File: config.mk
export PLATFORM = sky130hd
export DESIGN_NAME = dpwm_top
export DESIGN_NICKNAME = d
export VERILOG_FILES = /design/src/dpwm_pkg.sv /design/src/dpwm_top.sv /design/src/dpwm_slice_gen.sv
export SDC_FILE = /design/constraint.sdc
export NUM_CORES = 1
export LEC_CHECK = 0
export BUFFER_PORTS_ARGS = -buffer_cell sky130_fd_sc_hd__buf_2
export CORE_MARGIN = 8
export CORE_UTILIZATION = 40
export CTS_CLUSTER_SIZE = 28
export DETAILED_ROUTE_END_ITERATION = 8
export PLACE_DENSITY = 0.56
export SLEW_MARGIN = 25
export SYNTH_ARGS = -nofsm -noshare
export SYNTH_HDL_FRONTEND = slang
export SYNTH_HIERARCHICAL = 1
export SYNTH_SLANG_ARGS = --single-unit
File: constraint.sdc
create_clock -name sys_clk -period 4.35 [get_ports sys_clk]
set_input_delay 0.87 -clock sys_clk [delete_from_list [all_inputs] [get_ports sys_clk]]
set_output_delay 0.87 -clock sys_clk [all_outputs]
set_load 0.01 [all_outputs]
File: src/dpwm_pkg.sv
package dpwm_pkg;

  // Clock and oscillator rates
  localparam int unsigned SYS_CLK_MHZ = 50;
  localparam int unsigned OSC_MHZ = 4;
  localparam int unsigned OSC_PER_MC = 16;

  // Fine channel timing
  localparam int unsigned FINE_SLICE_NS = 500;
  localparam int unsigned FINE_SLICE_CYC =
    (FINE_SLICE_NS * SYS_CLK_MHZ + 999) / 1000;
  localparam int unsigned FINE_SLICES_PER_SUB = 256;
  localparam int unsigned FINE_SUBS = 64;
  localparam int unsigned FINE_IDX_W = 14;

  // Coarse channel timing
  localparam int unsigned COARSE_SLICE_US = 16;
  localparam int unsigned COARSE_SLICE_CYC = COARSE_SLICE_US * SYS_CLK_MHZ;
  localparam int unsigned COARSE_SLICES = 64;
  localparam int unsigned COARSE_IDX_W = 6;

  // Reset stretch: machine cycles after the pin goes high
  localparam int unsigned RST_MC = 3;
  localparam int unsigned MC_NS = OSC_PER_MC * 1000 / OSC_MHZ;
  localparam int unsigned RST_STRETCH_CYC =
    (RST_MC * MC_NS * SYS_CLK_MHZ + 999) / 1000;
  localparam int unsigned RST_CNT_W = 10;

  // Latch layout
  localparam int unsigned FINE_LATCH_W = 15;
  localparam int unsigned FINE_PORT_BIT = 14;
  localparam int unsigned FINE_UPPER_LSB = 6;
  localparam int unsigned COARSE_LATCH_W = 7;
  localparam int unsigned COARSE_FULL_BIT = 6;

  // Reset values
  localparam logic [14:0] FINE_LATCH_RST = 15'h0000;
  localparam logic [6:0] COARSE_LATCH_RST = 7'h00;

  // RAM nibbles at bank 0 addresses 0 to 3
  typedef struct packed {
    logic [3:0] nib3;
    logic [3:0] nib2;
    logic [3:0] nib1;
    logic [3:0] nib0;
  } dpwm_fine_src_t;

  // Working registers B (low 3 bits) and A
  typedef struct packed {
    logic [2:0] reg_b;
    logic [3:0] reg_a;
  } dpwm_coarse_src_t;

  // Spread of a 6-bit value over slots 1..64; slot 64 arrives as 0.
  // Lowest set bit of the slot picks which value bit applies.
  function automatic logic dpwm_spread(input logic [5:0] val,
                                       input logic [5:0] m);
    logic r;
    r = 1'b0;
    casez (m)
      6'b?????1: r = val[5];
      6'b????10: r = val[4];
      6'b???100: r = val[3];
      6'b??1000: r = val[2];
      6'b?10000: r = val[1];
      6'b100000: r = val[0];
      default: r = 1'b0;
    endcase
    return r;
  endfunction

endpackage

File: src/dpwm_top.sv
`timescale 1ns/100ps
// Operation
// - Fine load copies 15 bits of RAM nibbles 0..3, less nibble 3 top bit.
// - Fine waveform from low 14 bits; top bit can drive pin directly.
// - Fine period about 122 Hz made of 500 ns slices, width step one slice.
// - Fine period is 64 sub-periods of 256 slices each.
// - Upper 8 bits give high slices in every sub-period.
// - Lower 6 bits each add one slice in spread sub-periods.
// - RAM writes alone do nothing; output inactive until first load.
// - Fixed option inverts each channel's polarity.
// - Coarse load takes low 3 bits of B and 4 bits of A.
// - Coarse slice 16 us, period 64 slices, about 1 kHz.
// - Coarse zero is always low; bits 0..5 add spread high slices.
// - Coarse top bit set gives high for all 64 slices.
// - Coarse channel gives 65 duty levels.
// - Coarse pin can serve as a plain one-bit output.
// - After reset coarse pin inactive until its latch is loaded, except in port mode.
// - Low reset pin resets; reset lasts 3 machine cycles after release.
// - Reset stretch derives from the 4 MHz oscillator rate; slice timing from the 50 MHz system clock.
module dpwm_top #(
  parameter bit FINE_INVERT = 1'b0,
  parameter bit COARSE_INVERT = 1'b0,
  parameter int unsigned FINE_SLICE_CYC = dpwm_pkg::FINE_SLICE_CYC,
  parameter int unsigned COARSE_SLICE_CYC = dpwm_pkg::COARSE_SLICE_CYC,
  parameter int unsigned RST_STRETCH_CYC = dpwm_pkg::RST_STRETCH_CYC
) (
  input wire logic sys_clk,
  input wire logic sys_rst,
  input wire logic reset_n_pin,
  input wire logic fine_load,
  input wire dpwm_pkg::dpwm_fine_src_t fine_src,
  input wire logic fine_port_mode,
  input wire logic coarse_latch_load_instr,
  input wire dpwm_pkg::dpwm_coarse_src_t coarse_src,
  input wire logic coarse_port_mode,
  input wire logic coarse_port_data,
  output logic fine_pwm_o,
  output logic coarse_pwm_port_o,
  output logic coarse_pwm_port_oe,
  output logic rst_int_o
);

  localparam logic [9:0] RST_LOAD =
    dpwm_pkg::RST_CNT_W'(RST_STRETCH_CYC);

  logic [9:0] rst_cnt_r;
  logic rst_int_r;
  logic [14:0] fine_latch_r;
  logic [14:0] fine_act_r;
  logic fine_pend_r;
  logic fine_valid_r;
  logic [6:0] coarse_latch_r;
  logic [6:0] coarse_act_r;
  logic coarse_pend_r;
  logic coarse_valid_r;
  logic [13:0] fine_idx;
  logic fine_wrap;
  logic [5:0] coarse_idx;
  logic coarse_wrap;
  logic [8:0] fine_width;
  logic fine_high;
  logic coarse_high;
  logic fine_nxt;
  logic coarse_drive_high;

  ////////////////////////////////////////////////////////////////////
  // Internal reset, stretched after the pin returns high
  always_ff @(posedge sys_clk)
  begin
    if (sys_rst || !reset_n_pin)
    begin
      rst_cnt_r <= RST_LOAD;
      rst_int_r <= 1'b1;
    end
    else if (rst_cnt_r != 10'h000)
    begin
      rst_cnt_r <= rst_cnt_r - 10'h001;
      rst_int_r <= 1'b1;
    end
    else
    begin
      rst_int_r <= 1'b0;
    end
  end

  always_ff @(posedge sys_clk)
  begin
    if (sys_rst)
      rst_int_o <= 1'b1;
    else
      rst_int_o <= rst_int_r;
  end

  ////////////////////////////////////////////////////////////////////
  // Slice timebases, counts derived from the system clock rate
  dpwm_slice_gen #(
    .SLICE_CYC(FINE_SLICE_CYC),
    .IDX_W(dpwm_pkg::FINE_IDX_W)
  ) u_fine_gen (
    .sys_clk(sys_clk),
    .rst(rst_int_r),
    .idx(fine_idx),
    .tick(),
    .wrap(fine_wrap)
  );

  dpwm_slice_gen #(
    .SLICE_CYC(COARSE_SLICE_CYC),
    .IDX_W(dpwm_pkg::COARSE_IDX_W)
  ) u_coarse_gen (
    .sys_clk(sys_clk),
    .rst(rst_int_r),
    .idx(coarse_idx),
    .tick(),
    .wrap(coarse_wrap)
  );

  ////////////////////////////////////////////////////////////////////
  // Fine latch: loaded only by the load instruction, never by RAM writes
  always_ff @(posedge sys_clk)
  begin
    if (rst_int_r)
      fine_latch_r <= dpwm_pkg::FINE_LATCH_RST;
    else if (fine_load)
      fine_latch_r <= {fine_src.nib3[2:0], fine_src.nib2,
                       fine_src.nib1, fine_src.nib0};
  end

  // Pending flag: a load in the boundary cycle survives (set wins)
  always_ff @(posedge sys_clk)
  begin
    if (rst_int_r)
      fine_pend_r <= 1'b0;
    else
      fine_pend_r <= fine_load || (fine_pend_r && !fine_wrap);
  end

  // Active copy changes only at a full period boundary
  always_ff @(posedge sys_clk)
  begin
    if (rst_int_r)
    begin
      fine_act_r <= dpwm_pkg::FINE_LATCH_RST;
      fine_valid_r <= 1'b0;
    end
    else if (fine_wrap && fine_pend_r)
    begin
      fine_act_r <= fine_latch_r;
      fine_valid_r <= 1'b1;
    end
  end

  // Width: upper part plus one slice in spread sub-periods
  assign fine_width = {1'b0, fine_act_r[13:6]} +
    {8'h00, dpwm_pkg::dpwm_spread(fine_act_r[5:0],
                                  fine_idx[13:8] + 6'h01)};
  assign fine_high = ({1'b0, fine_idx[7:0]} < fine_width);

  // Port mode drives the spare top bit straight out
  always_comb
  begin
    fine_nxt = 1'b0;
    if (fine_port_mode)
      fine_nxt = fine_latch_r[dpwm_pkg::FINE_PORT_BIT];
    else if (fine_valid_r)
      fine_nxt = fine_high;
  end

  // Inversion is a build-time option, not a run-time control
  always_ff @(posedge sys_clk)
  begin
    if (rst_int_r)
      fine_pwm_o <= FINE_INVERT;
    else
      fine_pwm_o <= fine_nxt ^ FINE_INVERT;
  end

  ////////////////////////////////////////////////////////////////////
  // Coarse latch from B low bits over A
  always_ff @(posedge sys_clk)
  begin
    if (rst_int_r)
      coarse_latch_r <= dpwm_pkg::COARSE_LATCH_RST;
    else if (coarse_latch_load_instr)
      coarse_latch_r <= {coarse_src.reg_b, coarse_src.reg_a};
  end

  always_ff @(posedge sys_clk)
  begin
    if (rst_int_r)
      coarse_pend_r <= 1'b0;
    else
      coarse_pend_r <= coarse_latch_load_instr ||
                       (coarse_pend_r && !coarse_wrap);
  end

  always_ff @(posedge sys_clk)
  begin
    if (rst_int_r)
    begin
      coarse_act_r <= dpwm_pkg::COARSE_LATCH_RST;
      coarse_valid_r <= 1'b0;
    end
    else if (coarse_wrap && coarse_pend_r)
    begin
      coarse_act_r <= coarse_latch_r;
      coarse_valid_r <= 1'b1;
    end
  end

  // Zero gives none, full bit gives all: 65 levels
  assign coarse_high = coarse_act_r[dpwm_pkg::COARSE_FULL_BIT] ||
    dpwm_pkg::dpwm_spread(coarse_act_r[5:0],
                          coarse_idx + 6'h01);

  always_comb
  begin
    coarse_drive_high = 1'b0;
    if (coarse_port_mode)
      coarse_drive_high = coarse_port_data;
    else
      coarse_drive_high = coarse_high;
  end

  // Open-drain pin: only a low level is driven, high is released.
  // Before the first load the pin stays released whatever the option, unless port mode drives it.
  always_ff @(posedge sys_clk)
  begin
    coarse_pwm_port_o <= 1'b0;
    if (rst_int_r)
      coarse_pwm_port_oe <= 1'b0;
    else if (!coarse_valid_r && !coarse_port_mode)
      coarse_pwm_port_oe <= 1'b0;
    else
      coarse_pwm_port_oe <= !(coarse_drive_high ^ COARSE_INVERT);
  end

endmodule // dpwm_top

File: src/dpwm_slice_gen.sv
`timescale 1ns/100ps
module dpwm_slice_gen #(
  parameter int unsigned SLICE_CYC = 25,
  parameter int unsigned IDX_W = 14
) (
  input wire logic sys_clk,
  input wire logic rst,
  output logic [IDX_W-1:0] idx,
  output logic tick,
  output logic wrap
);

  localparam int unsigned PRE_W = $clog2(SLICE_CYC + 1);
  localparam logic [PRE_W-1:0] PRE_LAST = PRE_W'(SLICE_CYC - 1);

  logic [PRE_W-1:0] pre_r;
  logic last_c;

  assign last_c = (pre_r == PRE_LAST);
  // Tick marks the last system cycle of each slice
  assign tick = last_c;
  assign wrap = last_c && (&idx);

  ////////////////////////////////////////////////////////////////////
  // Prescaler: one slice per SLICE_CYC system cycles
  always_ff @(posedge sys_clk)
  begin
    if (rst || last_c)
      pre_r <= '0;
    else
      pre_r <= pre_r + PRE_W'(1);
  end

  // Slice index, wraps naturally at the end of the full period
  always_ff @(posedge sys_clk)
  begin
    if (rst)
      idx <= '0;
    else if (last_c)
      idx <= idx + IDX_W'(1);
  end

endmodule // dpwm_slice_gen

==> results of run 1 <==
worst paths after layout:
check | startpoint | end | slack, ns
worst max-delay path | u_fine_gen/idx[10] | fine_pwm_o | 1.33
worst max register to register | u_fine_gen/idx[10] | fine_pwm_o | 1.33
worst min register to register | fine_latch_r[0] | fine_act_r[0] | 0.45
worst min-delay path | fine_latch_r[0] | fine_act_r[0] | 0.45
per-layer routing:
metal  up-vias  global-route usage [%]  routed length [um]
li1       1762                       -                   -
met1      1557                    14.8                4030
met2        36                    21.4                4210
met3        12                    3.42                 283
met4         0                    4.63                 145
met5         -                       0                   0
worst max-delay path, delay by kind of cell, from the launching register on:
kind,cells,cell delay (ns)
AOI/OAI and AO/OA,6,0.98
and+or+nand+nor,3,0.98
DFF,1,0.42
adders and majority gates,2,0.41
xor gates and xnor gates,1,0.16
cells in the mapped netlist, types with 5 or more instances:
cell,number,area share [%]
inv_1,17,1.4
or3_1,8,1.1
nand3_1,24,2.7
o21ai_0,13,1.5
ha_1,16,4.5
nor2b_1,7,0.98
mux2i_1,25,5.6
xnor2_1,12,2.4
clkbuf_1,15,1.3
xor2_1,11,2.2
nor2_1,58,4.9
nand2b_1,7,0.98
dfxtp_1,96,43
a21oi_1,41,4.6
mux2_1,5,1.3
nor3_1,5,0.56
nand2_1,57,4.8
nand4_1,8,1.1
state kept, by name, indices dropped and copies added (netlist names), 5 cells and up:
register / count
coarse_act_r: 7
coarse_latch_r: 7
fine_act_r: 14
fine_latch_r: 15
rst_cnt_r: 10
u_coarse_gen/idx: 6
u_coarse_gen/pre_r: 10
u_fine_gen/idx: 14
u_fine_gen/pre_r: 5
through the flow:
step / util [%] / std cells / power, mW
detailed placement: 43.3 / 647 / 0.950
floorplan: - / 495 / 0.932
global route: 45.2 / 662 / 1.59
global placement: 43.3 / 647 / 0.948
finish: 45.2 / 662 / 1.53
CTS: 45.2 / 662 / 1.56
where the power goes:
| part | leakage (nW) | internal (mW) | switching (mW) | total (mW) |
|---|---|---|---|---|
| clock | 0.108 | 0.308 | 0.295 | 0.604 |
| combinational | 0.915 | 0.0245 | 0.0207 | 0.0453 |
| sequential | 0.773 | 0.881 | 0.00258 | 0.883 |
| total | 1.80 | 1.21 | 0.319 | 1.53 |
kinds of logic after synthesis:
family	Yosys count	share of synthesized area [%]
buffers and inverters	38	3.87
muxes	34	7.88
DFF	96	43.1
AOI/OAI and AO/OA	72	9.51
adders and majority gates	16	4.49
and+or+nand+nor	215	26.5
xor gates and xnor gates	23	4.52
other	1	0.0841
final cells by class:
cell class | instances | area, um2
sequential | 96 | 1920
clock buffer | 12 | 165
multi-input combinational | 361 | 2360
timing repair buffer | 33 | 168
tap | 140 | 175
clock inverter | 3 | 40.0
fill | 1108 | 5940
inverter | 17 | 63.8
==> flow_summary.yaml, run 1 <==
job:
  cap_violations: 0
timing:
  hold_ws_ns: 0.448
  report.final.slew_viol_count: 0
  post-route-period-util_pct: 69.5
  finClkSkew_ns: 0.00833
  setup_tns_ns: 0
  fmax_mhz: 331
  finalHoldViolCount: 0
  slew_headroom_pct: 50.3
  rsz0062_at_grt: "no"
  min_period_ns: 3.02
  timing.final.ws_setup_ns: 1.33
  worst-slew-pin-transition_ns: 0.745
  setup_viol_count_final: 0
synth:
  synthDistinctLibCells: 58
  synth-main-ff-cell: "dfxtp_1"
  ys_ff_latch: 96
  synth_edf_count: 0
  yosysWarnings: 6
  synthesis.nets: 542
  synth_cells: 495
  async_flop_share_pct: 0
  post_synth.cell_area_avg_um2: 9.01
  ys_seq_area_share_pct: 43.1
  synthesis.area_um2: 4460
clocking:
  cts_buffer_depth: 2
  cts_made_buffers: 9
  cts_resized: 0
  cts_setup_buffers: 0
  cts_tree: "yes"
  root_buffer: "clkbuf_8"
  clk_pin_slew_worst_paths_ns: 0.09
  clk_latency_ns: 0.36
  cts_sinks: 96
  ctsHoldBuffers: 0
  htreeDepth: 3
global_route:
  overflow: 0
  grt_max_degree: 47
  grt_pass1_vias: 3305
  antenna_found_initial: 0
  grt_pass1_wl_mm: 15.2
  grt_usage_pct: 12.5
setup_path:
  critical_path_required_ns: 4.62
  worstPathMaxFanout: 7
  crit_chain: "o21ai_0, a31oi_1, o221ai_1, o21ai_0, ha_1, and4_1, nand4_1, xor2_1, ha_1, or4b_2, a221o_1, o22ai_1"
  cp-end-kind: "flop"
  critPathKind: "reg2reg"
  worstRegToRegCells: 12
  slowest_delay_ns: 0.64
  setup.worst_path.start_class: "flop"
  cp.arrival_ns: 3.30
  cp_slowest_cell: "or4b_2"
hold_path:
  min_path_cells: 2
  hp-class: "reg2reg"
detailed_routing:
  antenna_left: 0
  drc_errors: 0
  drtIter0Drc: 145
  vias: 3367
  routed_wl_mm: 8.67
  firstDrtPassIters: 4
  via_per_inst: 5.09
  avgRoutedWirePerCell_um: 13.1
placement:
  portBuffers: 32
  placed_cell_area_um2: 4690
  place_ws_ns: 1.34
  globalplace.congestion: 0.743
  dp_hpwl_mm: 6.17
floorplan:
  initial_core_util_pct: 41.1
  die_h_um: 122
  die_w_um: 122
  fp.coreArea_um2: 10800
  die-area_um2: 14800
  io_pins: 35
  placementRows: 38
cells_and_area:
  final_common_cell: "dfxtp_1"
  areaGrowthSynthToFinish_pct: 9.88
  nNetsFinal: 565
  layout_common_cells: "95 x dfxtp_1, 58 x nor2_1, 57 x nand2_1, 41 x a21oi_1, 32 x buf_2"
  antennaDiodeCount: 0
  final_area_um2: 4900
  layout-drive-gt1-share_pct: 14.4
pwr:
  power_density_nw_per_um2: 313
  vdd_drop_max_mv: 0.163
  cellLeakagePower_nw: 1.80
outcome:
  outcome: "finished, final reports clean"
(Power assumes the default switching activity.)
==> run 2: changes to the inputs <==
==> constraint.sdc (replaced) <==
create_clock -name sys_clk -period 2.8 [get_ports sys_clk]
set_input_delay 0.56 -clock sys_clk [delete_from_list [all_inputs] [get_ports sys_clk]]
set_output_delay 0.56 -clock sys_clk [all_outputs]
set_load 0.01 [all_outputs]
==> flow_summary.yaml, run 2 (synthesized netlist as in run 1, its figures left out) <==
outcome:
  outcome: "finished, final reports clean"
global_route:
  grt_usage_pct: 12.6
  grt_pass1_vias: 3199
  use_met1_pct: 15.1
  grt_max_degree: 35
  use_met3_pct: 3.66
  busiest_layer: "met2"
  antenna_found_initial: 0
  use_met2_pct: 20.4
  overflow: 0
  grt_pass1_wl_mm: 15.1
setup_path:
  r2r_start: "u_fine_gen/idx[13]"
  worstPathMaxFanout: 4
  critPathTopFamily: "compound AO/OA/AOI/OAI gates"
  critPathBufInv: 1
  cp_slowest_cell: "a221o_1"
  worstRegToRegCells: 14
  crit_chain: "nand3b_1, a31oi_1, o221ai_1, o21ai_1, ha_2, buf_6, ha_4, and3_4, nand3_2, xor2_1, ha_1, a21o_1, a221o_1, o22ai_1"
  critical_path_required_ns: 3.09
  slowest_delay_ns: 0.35
  cp-end-kind: "flop"
  critPathKind: "reg2reg"
  rrSetupSlack_ns: 0.03
  cp.arrival_ns: 3.06
  r2r_end: "fine_pwm_o"
  setup.worst_path.start_class: "flop"
pwr:
  pwr-share-seq_pct: 58.1
  p_switching_mw: 0.495
  cellLeakagePower_nw: 1.84
  total_power_mw: 2.36
  pwr-share-comb_pct: 3.0
  switching_share_pct: 21.0
  power_density_nw_per_um2: 472
  p_clk_share_pct: 38.9
  vdd_drop_max_mv: 0.405
  p_int_mw: 1.87
clocking:
  cts_made_buffers: 9
  cts_tree: "yes"
  ctsHoldBuffers: 0
  root_buffer: "clkbuf_8"
  htreeDepth: 3
  cts_sinks: 96
  clk_latency_ns: 0.37
  clk_pin_slew_worst_paths_ns: 0.08
  cts_buffer_depth: 2
cells_and_area:
  layout-drive-gt1-share_pct: 17.1
  final_common_cell: "dfxtp_1"
  largest_registers: "fine_latch_r (15), fine_act_r (14), u_fine_gen/idx (14)"
  finalNonFillerCells: 673
  final_util_pct: 46.2
  layout_common_cells: "93 x dfxtp_1, 58 x nor2_1, 57 x nand2_1, 41 x a21oi_1, 32 x buf_2"
  antennaDiodeCount: 0
  largest_register: "fine_latch_r"
  largest_register_ffs: 15
  areaGrowthSynthToFinish_pct: 12.3
  nNetsFinal: 575
job:
  cap_violations: 0
placement:
  globalplace.congestion: 0.753
  dp_hpwl_mm: 6.32
  portBuffers: 32
  place_inst: 656
floorplan:
  placementRows: 38
  die_h_um: 122
  fp.coreArea_um2: 10800
  io_pins: 35
  initial_core_util_pct: 41.1
  die-area_um2: 14800
  die_w_um: 122
timing:
  slew_headroom_pct: 65.0
  setup_viol_count_final: 0
  report.final.slew_viol_count: 0
  finClkSkew_ns: 0.0126
  fmax_mhz: 361
  worst-slew-pin-transition_ns: 0.520
  finalHoldViolCount: 0
  post-route-period-util_pct: 99.0
  min_period_ns: 2.77
  rsz0062_at_grt: "yes"
hold_path:
  holdPathEnd: "rst_int_o"
  min_path_cells: 2
  hp-class: "in2reg"
  hold_start: "sys_rst"
detailed_routing:
  drtIter0Drc: 188
  via_per_inst: 5.07
  firstDrtPassIters: 4
  drc_errors: 0
  antenna_left: 0
  routed_wl_mm: 8.82
  vias: 3415
  avgRoutedWirePerCell_um: 13.1
-- run 2: area by class of cell --
type                       instances  area (um2)
sequential                        96        1930
inverter                          17        63.8
timing repair buffer              43         246
multi-input combinational        361        2400
fill                            1070        5830
tap                              140         175
clock inverter                     3        40.0
clock buffer                      13         159
-- run 2: power groups by stage --
stage / combinational, mW / sequential (mW) / clock, mW
2_1_floorplan: 0.0447 / 1.40 / 0
3_3_place_gp: 0.0694 / 1.40 / 0
3_5_place_dp: 0.0711 / 1.40 / 0
4_1_cts: 0.0716 / 1.37 / 0.959
5_1_grt: 0.0777 / 1.37 / 1.02
6_report: 0.0704 / 1.37 / 0.919
-- run 2: worst max-delay path by stage --
stage / from / endpoint / slack [ns] / cells after the start
after floorplan: u_fine_gen/idx[10] / fine_pwm_o / 0.11 / 12
after global placement: u_fine_gen/idx[13] / fine_pwm_o / -0.08 / 12
after detailed placement: u_fine_gen/idx[13] / fine_pwm_o / -0.12 / 12
after CTS: u_fine_gen/idx[13] / fine_pwm_o / 0.001 / 14
after global routing: u_fine_gen/idx[13] / fine_pwm_o / -0.13 / 14
final: u_fine_gen/idx[13] / fine_pwm_o / 0.03 / 14
-- run 2: metal layers --
layer  vias to the layer above  wire length (um)
met4                         0               177
li1                       1778                 -
met5                         -                 0
met3                        15               325
met1                      1568              4120
met2                        54              4200
-- run 2: repair_timing --
item / 4_1_cts / 5_1_grt
buffers inserted: 1 / 0
pin swaps: 8 / 4
hold endpoints to repair: 0 / 0
resized for setup: 10 / 1
endpoints found under the setup margin: 1 / 1
-- run 2: worst reg2reg max path: stages, from the launching register on --
cell and delay, ns:
dfxtp_2 0.33, nand3b_1 0.15, a31oi_1 0.19, o221ai_1 0.12, o21ai_1 0.11, ha_2 0.21
buf_6 0.10, ha_4 0.12, and3_4 0.19, nand3_2 0.08, xor2_1 0.16, ha_1 0.29
a21o_1 0.17, a221o_1 0.35, o22ai_1 0.14
-- run 2: metrics by stage --
step	hold WS, ns	instance area (um2)	setup WS [ns]	setup TNS (ns)
2_1_floorplan	0.429	4460	0.105	0
3_3_place_gp	0.440	4760	-0.0751	-0.0751
3_5_place_dp	0.446	4760	-0.116	-0.116
4_1_cts	0.384	5000	0.00112	0
5_1_grt	0.383	5010	-0.129	-0.129
6_report	0.411	5010	0.0289	0
==> run 3: changes to the inputs <==
--- a/config.mk
+++ b/config.mk
@@ -5,6 +5,7 @@
 export SDC_FILE = /design/constraint.sdc
 export NUM_CORES = 1
 export LEC_CHECK = 0
+export ABC_CLOCK_PERIOD_IN_PS = 2800
 export BUFFER_PORTS_ARGS = -buffer_cell sky130_fd_sc_hd__buf_2
 export CORE_MARGIN = 8
 export CORE_UTILIZATION = 40
==> constraint.sdc (replaced) <==
create_clock -name sys_clk -period 2.8 [get_ports sys_clk]
set_input_delay 0.42 -clock sys_clk [delete_from_list [all_inputs] [get_ports sys_clk]]
set_output_delay 0.42 -clock sys_clk [all_outputs]
set_load 0.01 [all_outputs]
==> flow_summary.yaml, run 3 (synthesized netlist as in run 1, its figures left out) <==
outcome:
  outcome: "finished, final reports clean"
timing:
  worst-slew-pin-transition_ns: 0.522
  hold_ws_ns: 0.261
  report.final.slew_viol_count: 0
  finalHoldViolCount: 0
  slew_headroom_pct: 64.9
  rsz0062_at_grt: "yes"
  timing.final.ws_setup_ns: 0.0412
  post-route-period-util_pct: 98.5
  fmax_mhz: 362
  min_period_ns: 2.76
  setup_viol_count_final: 0
  finClkSkew_ns: 0.0122
job:
  cap_violations: 0
setup_path:
  r2r_start: "u_fine_gen/idx[13]"
  rrSetupSlack_ns: 0.04
  critical_path_required_ns: 3.09
  worstRegToRegCells: 14
  setup.worst_path.start_class: "flop"
  cp-end-kind: "flop"
  startpoint: "u_fine_gen/idx[13]"
  crit_end: "fine_pwm_o"
  critPathKind: "reg2reg"
  r2r_end: "fine_pwm_o"
  cp.arrival_ns: 3.05
  worstPathMaxFanout: 2
global_route:
  antenna_found_initial: 0
  grt_pass1_wl_mm: 15.2
  grt_usage_pct: 12.7
  grt_max_degree: 50
  grt_pass1_vias: 3354
  overflow: 0
cells_and_area:
  largest_registers: "fine_latch_r (15), fine_act_r (14), u_fine_gen/idx (14)"
  final_area_um2: 5050
  layout-drive-gt1-share_pct: 17.8
  largest_register_ffs: 15
  antennaDiodeCount: 0
  areaGrowthSynthToFinish_pct: 13.4
  nNetsFinal: 575
  final_common_cell: "dfxtp_1"
  largest_register: "fine_latch_r"
  final_util_pct: 46.6
  layout_common_cells: "92 x dfxtp_1, 58 x nor2_1, 57 x nand2_1, 41 x a21oi_1, 32 x buf_2"
pwr:
  pwr-share-seq_pct: 55.8
  pwr-share-comb_pct: 2.8
  vdd_drop_max_mv: 0.389
  p_clk_share_pct: 41.4
  switching_share_pct: 21.2
  power_density_nw_per_um2: 487
  total_power_mw: 2.46
  cellLeakagePower_nw: 1.85
  p_switching_mw: 0.522
  p_int_mw: 1.94
clocking:
  cts_sinks: 96
  clk_latency_ns: 0.37
  clk_pin_slew_worst_paths_ns: 0.10
  root_buffer: "clkbuf_8"
  cts_tree: "yes"
  cts_buffer_depth: 2
  ctsHoldBuffers: 0
  htreeDepth: 3
  cts_made_buffers: 9
placement:
  place_ws_ns: -0.106
  dp_hpwl_mm: 6.32
  portBuffers: 32
  globalplace.congestion: 0.760
  placed_cell_area_um2: 4770
floorplan:
  die_w_um: 122
  io_pins: 35
  die_h_um: 122
  fp.coreArea_um2: 10800
  placementRows: 38
  die-area_um2: 14800
  initial_core_util_pct: 41.1
detailed_routing:
  routed_wl_mm: 8.77
  firstDrtPassIters: 4
  via_per_inst: 5.07
  antenna_left: 0
  drtIter0Drc: 120
  avgRoutedWirePerCell_um: 13.0
  vias: 3415
  drc_errors: 0
hold_path:
  hp-class: "in2reg"
run 3: layout make-up:
cell class	count	area (um2)
Multi-Input combinational cell	361	2400
Timing Repair Buffer	43	259
Sequential cell	96	1930
Fill cell	1069	5790
Clock buffer	10	138
Clock inverter	6	91.3
Tap cell	140	175
Inverter	17	63.8
run 3: through the flow:
stage	setup TNS, ns	cells
3_3_place_gp	-0.0567	655
4_1_cts	-0.00370	673
6_report	0	673
3_5_place_dp	-0.106	655
2_1_floorplan	0	495
5_1_grt	-0.134	673
run 3: critical path, cell delays in order, from the launching register on:
cell,delay [ns]
dfxtp_2,0.33
nand3b_1,0.14
a31oi_1,0.19
o221ai_1,0.12
o21ai_1,0.10
ha_2,0.21
buf_6,0.10
ha_4,0.11
and3_4,0.19
nand3_2,0.09
xor2_1,0.16
ha_1,0.29
a21o_1,0.18
a221o_1,0.32
o22ai_1,0.14
run 3: per-layer routing:
metal,global-route usage (%),part of all wire [%],wire length [um]
met5,0,0,0
met4,4.32,1.3,118
met3,4.53,4.3,377
met2,22.2,50,4370
met1,14.0,44,3900
run 3: worst min-delay path by stage:
stage,from,endpoint,cells after the start
after detailed placement,fine_act_r[4],fine_act_r[4],2
final,sys_rst,rst_int_o,2
after global placement,fine_latch_r[7],fine_act_r[7],2
after floorplan,coarse_valid_r,coarse_valid_r,2
after CTS,sys_rst,rst_int_o,2
after global routing,sys_rst,rst_int_o,2
run 3: power groups by stage:
stage               Clock (mW)  Sequential [mW]  Combinational (mW)
floorplan                    0             1.40              0.0447
CTS                       1.07             1.37              0.0713
finish                    1.02             1.37              0.0698
global placement             0             1.40              0.0695
global route              1.12             1.37              0.0785
detailed placement           0             1.40              0.0707
run 3: timing repair:
action / 4_1_cts / 5_1_grt
pin swaps: 10 / 4
setup buffers: 2 / 0
resized for setup: 13 / 0
setup endpoints to repair: 1 / 1
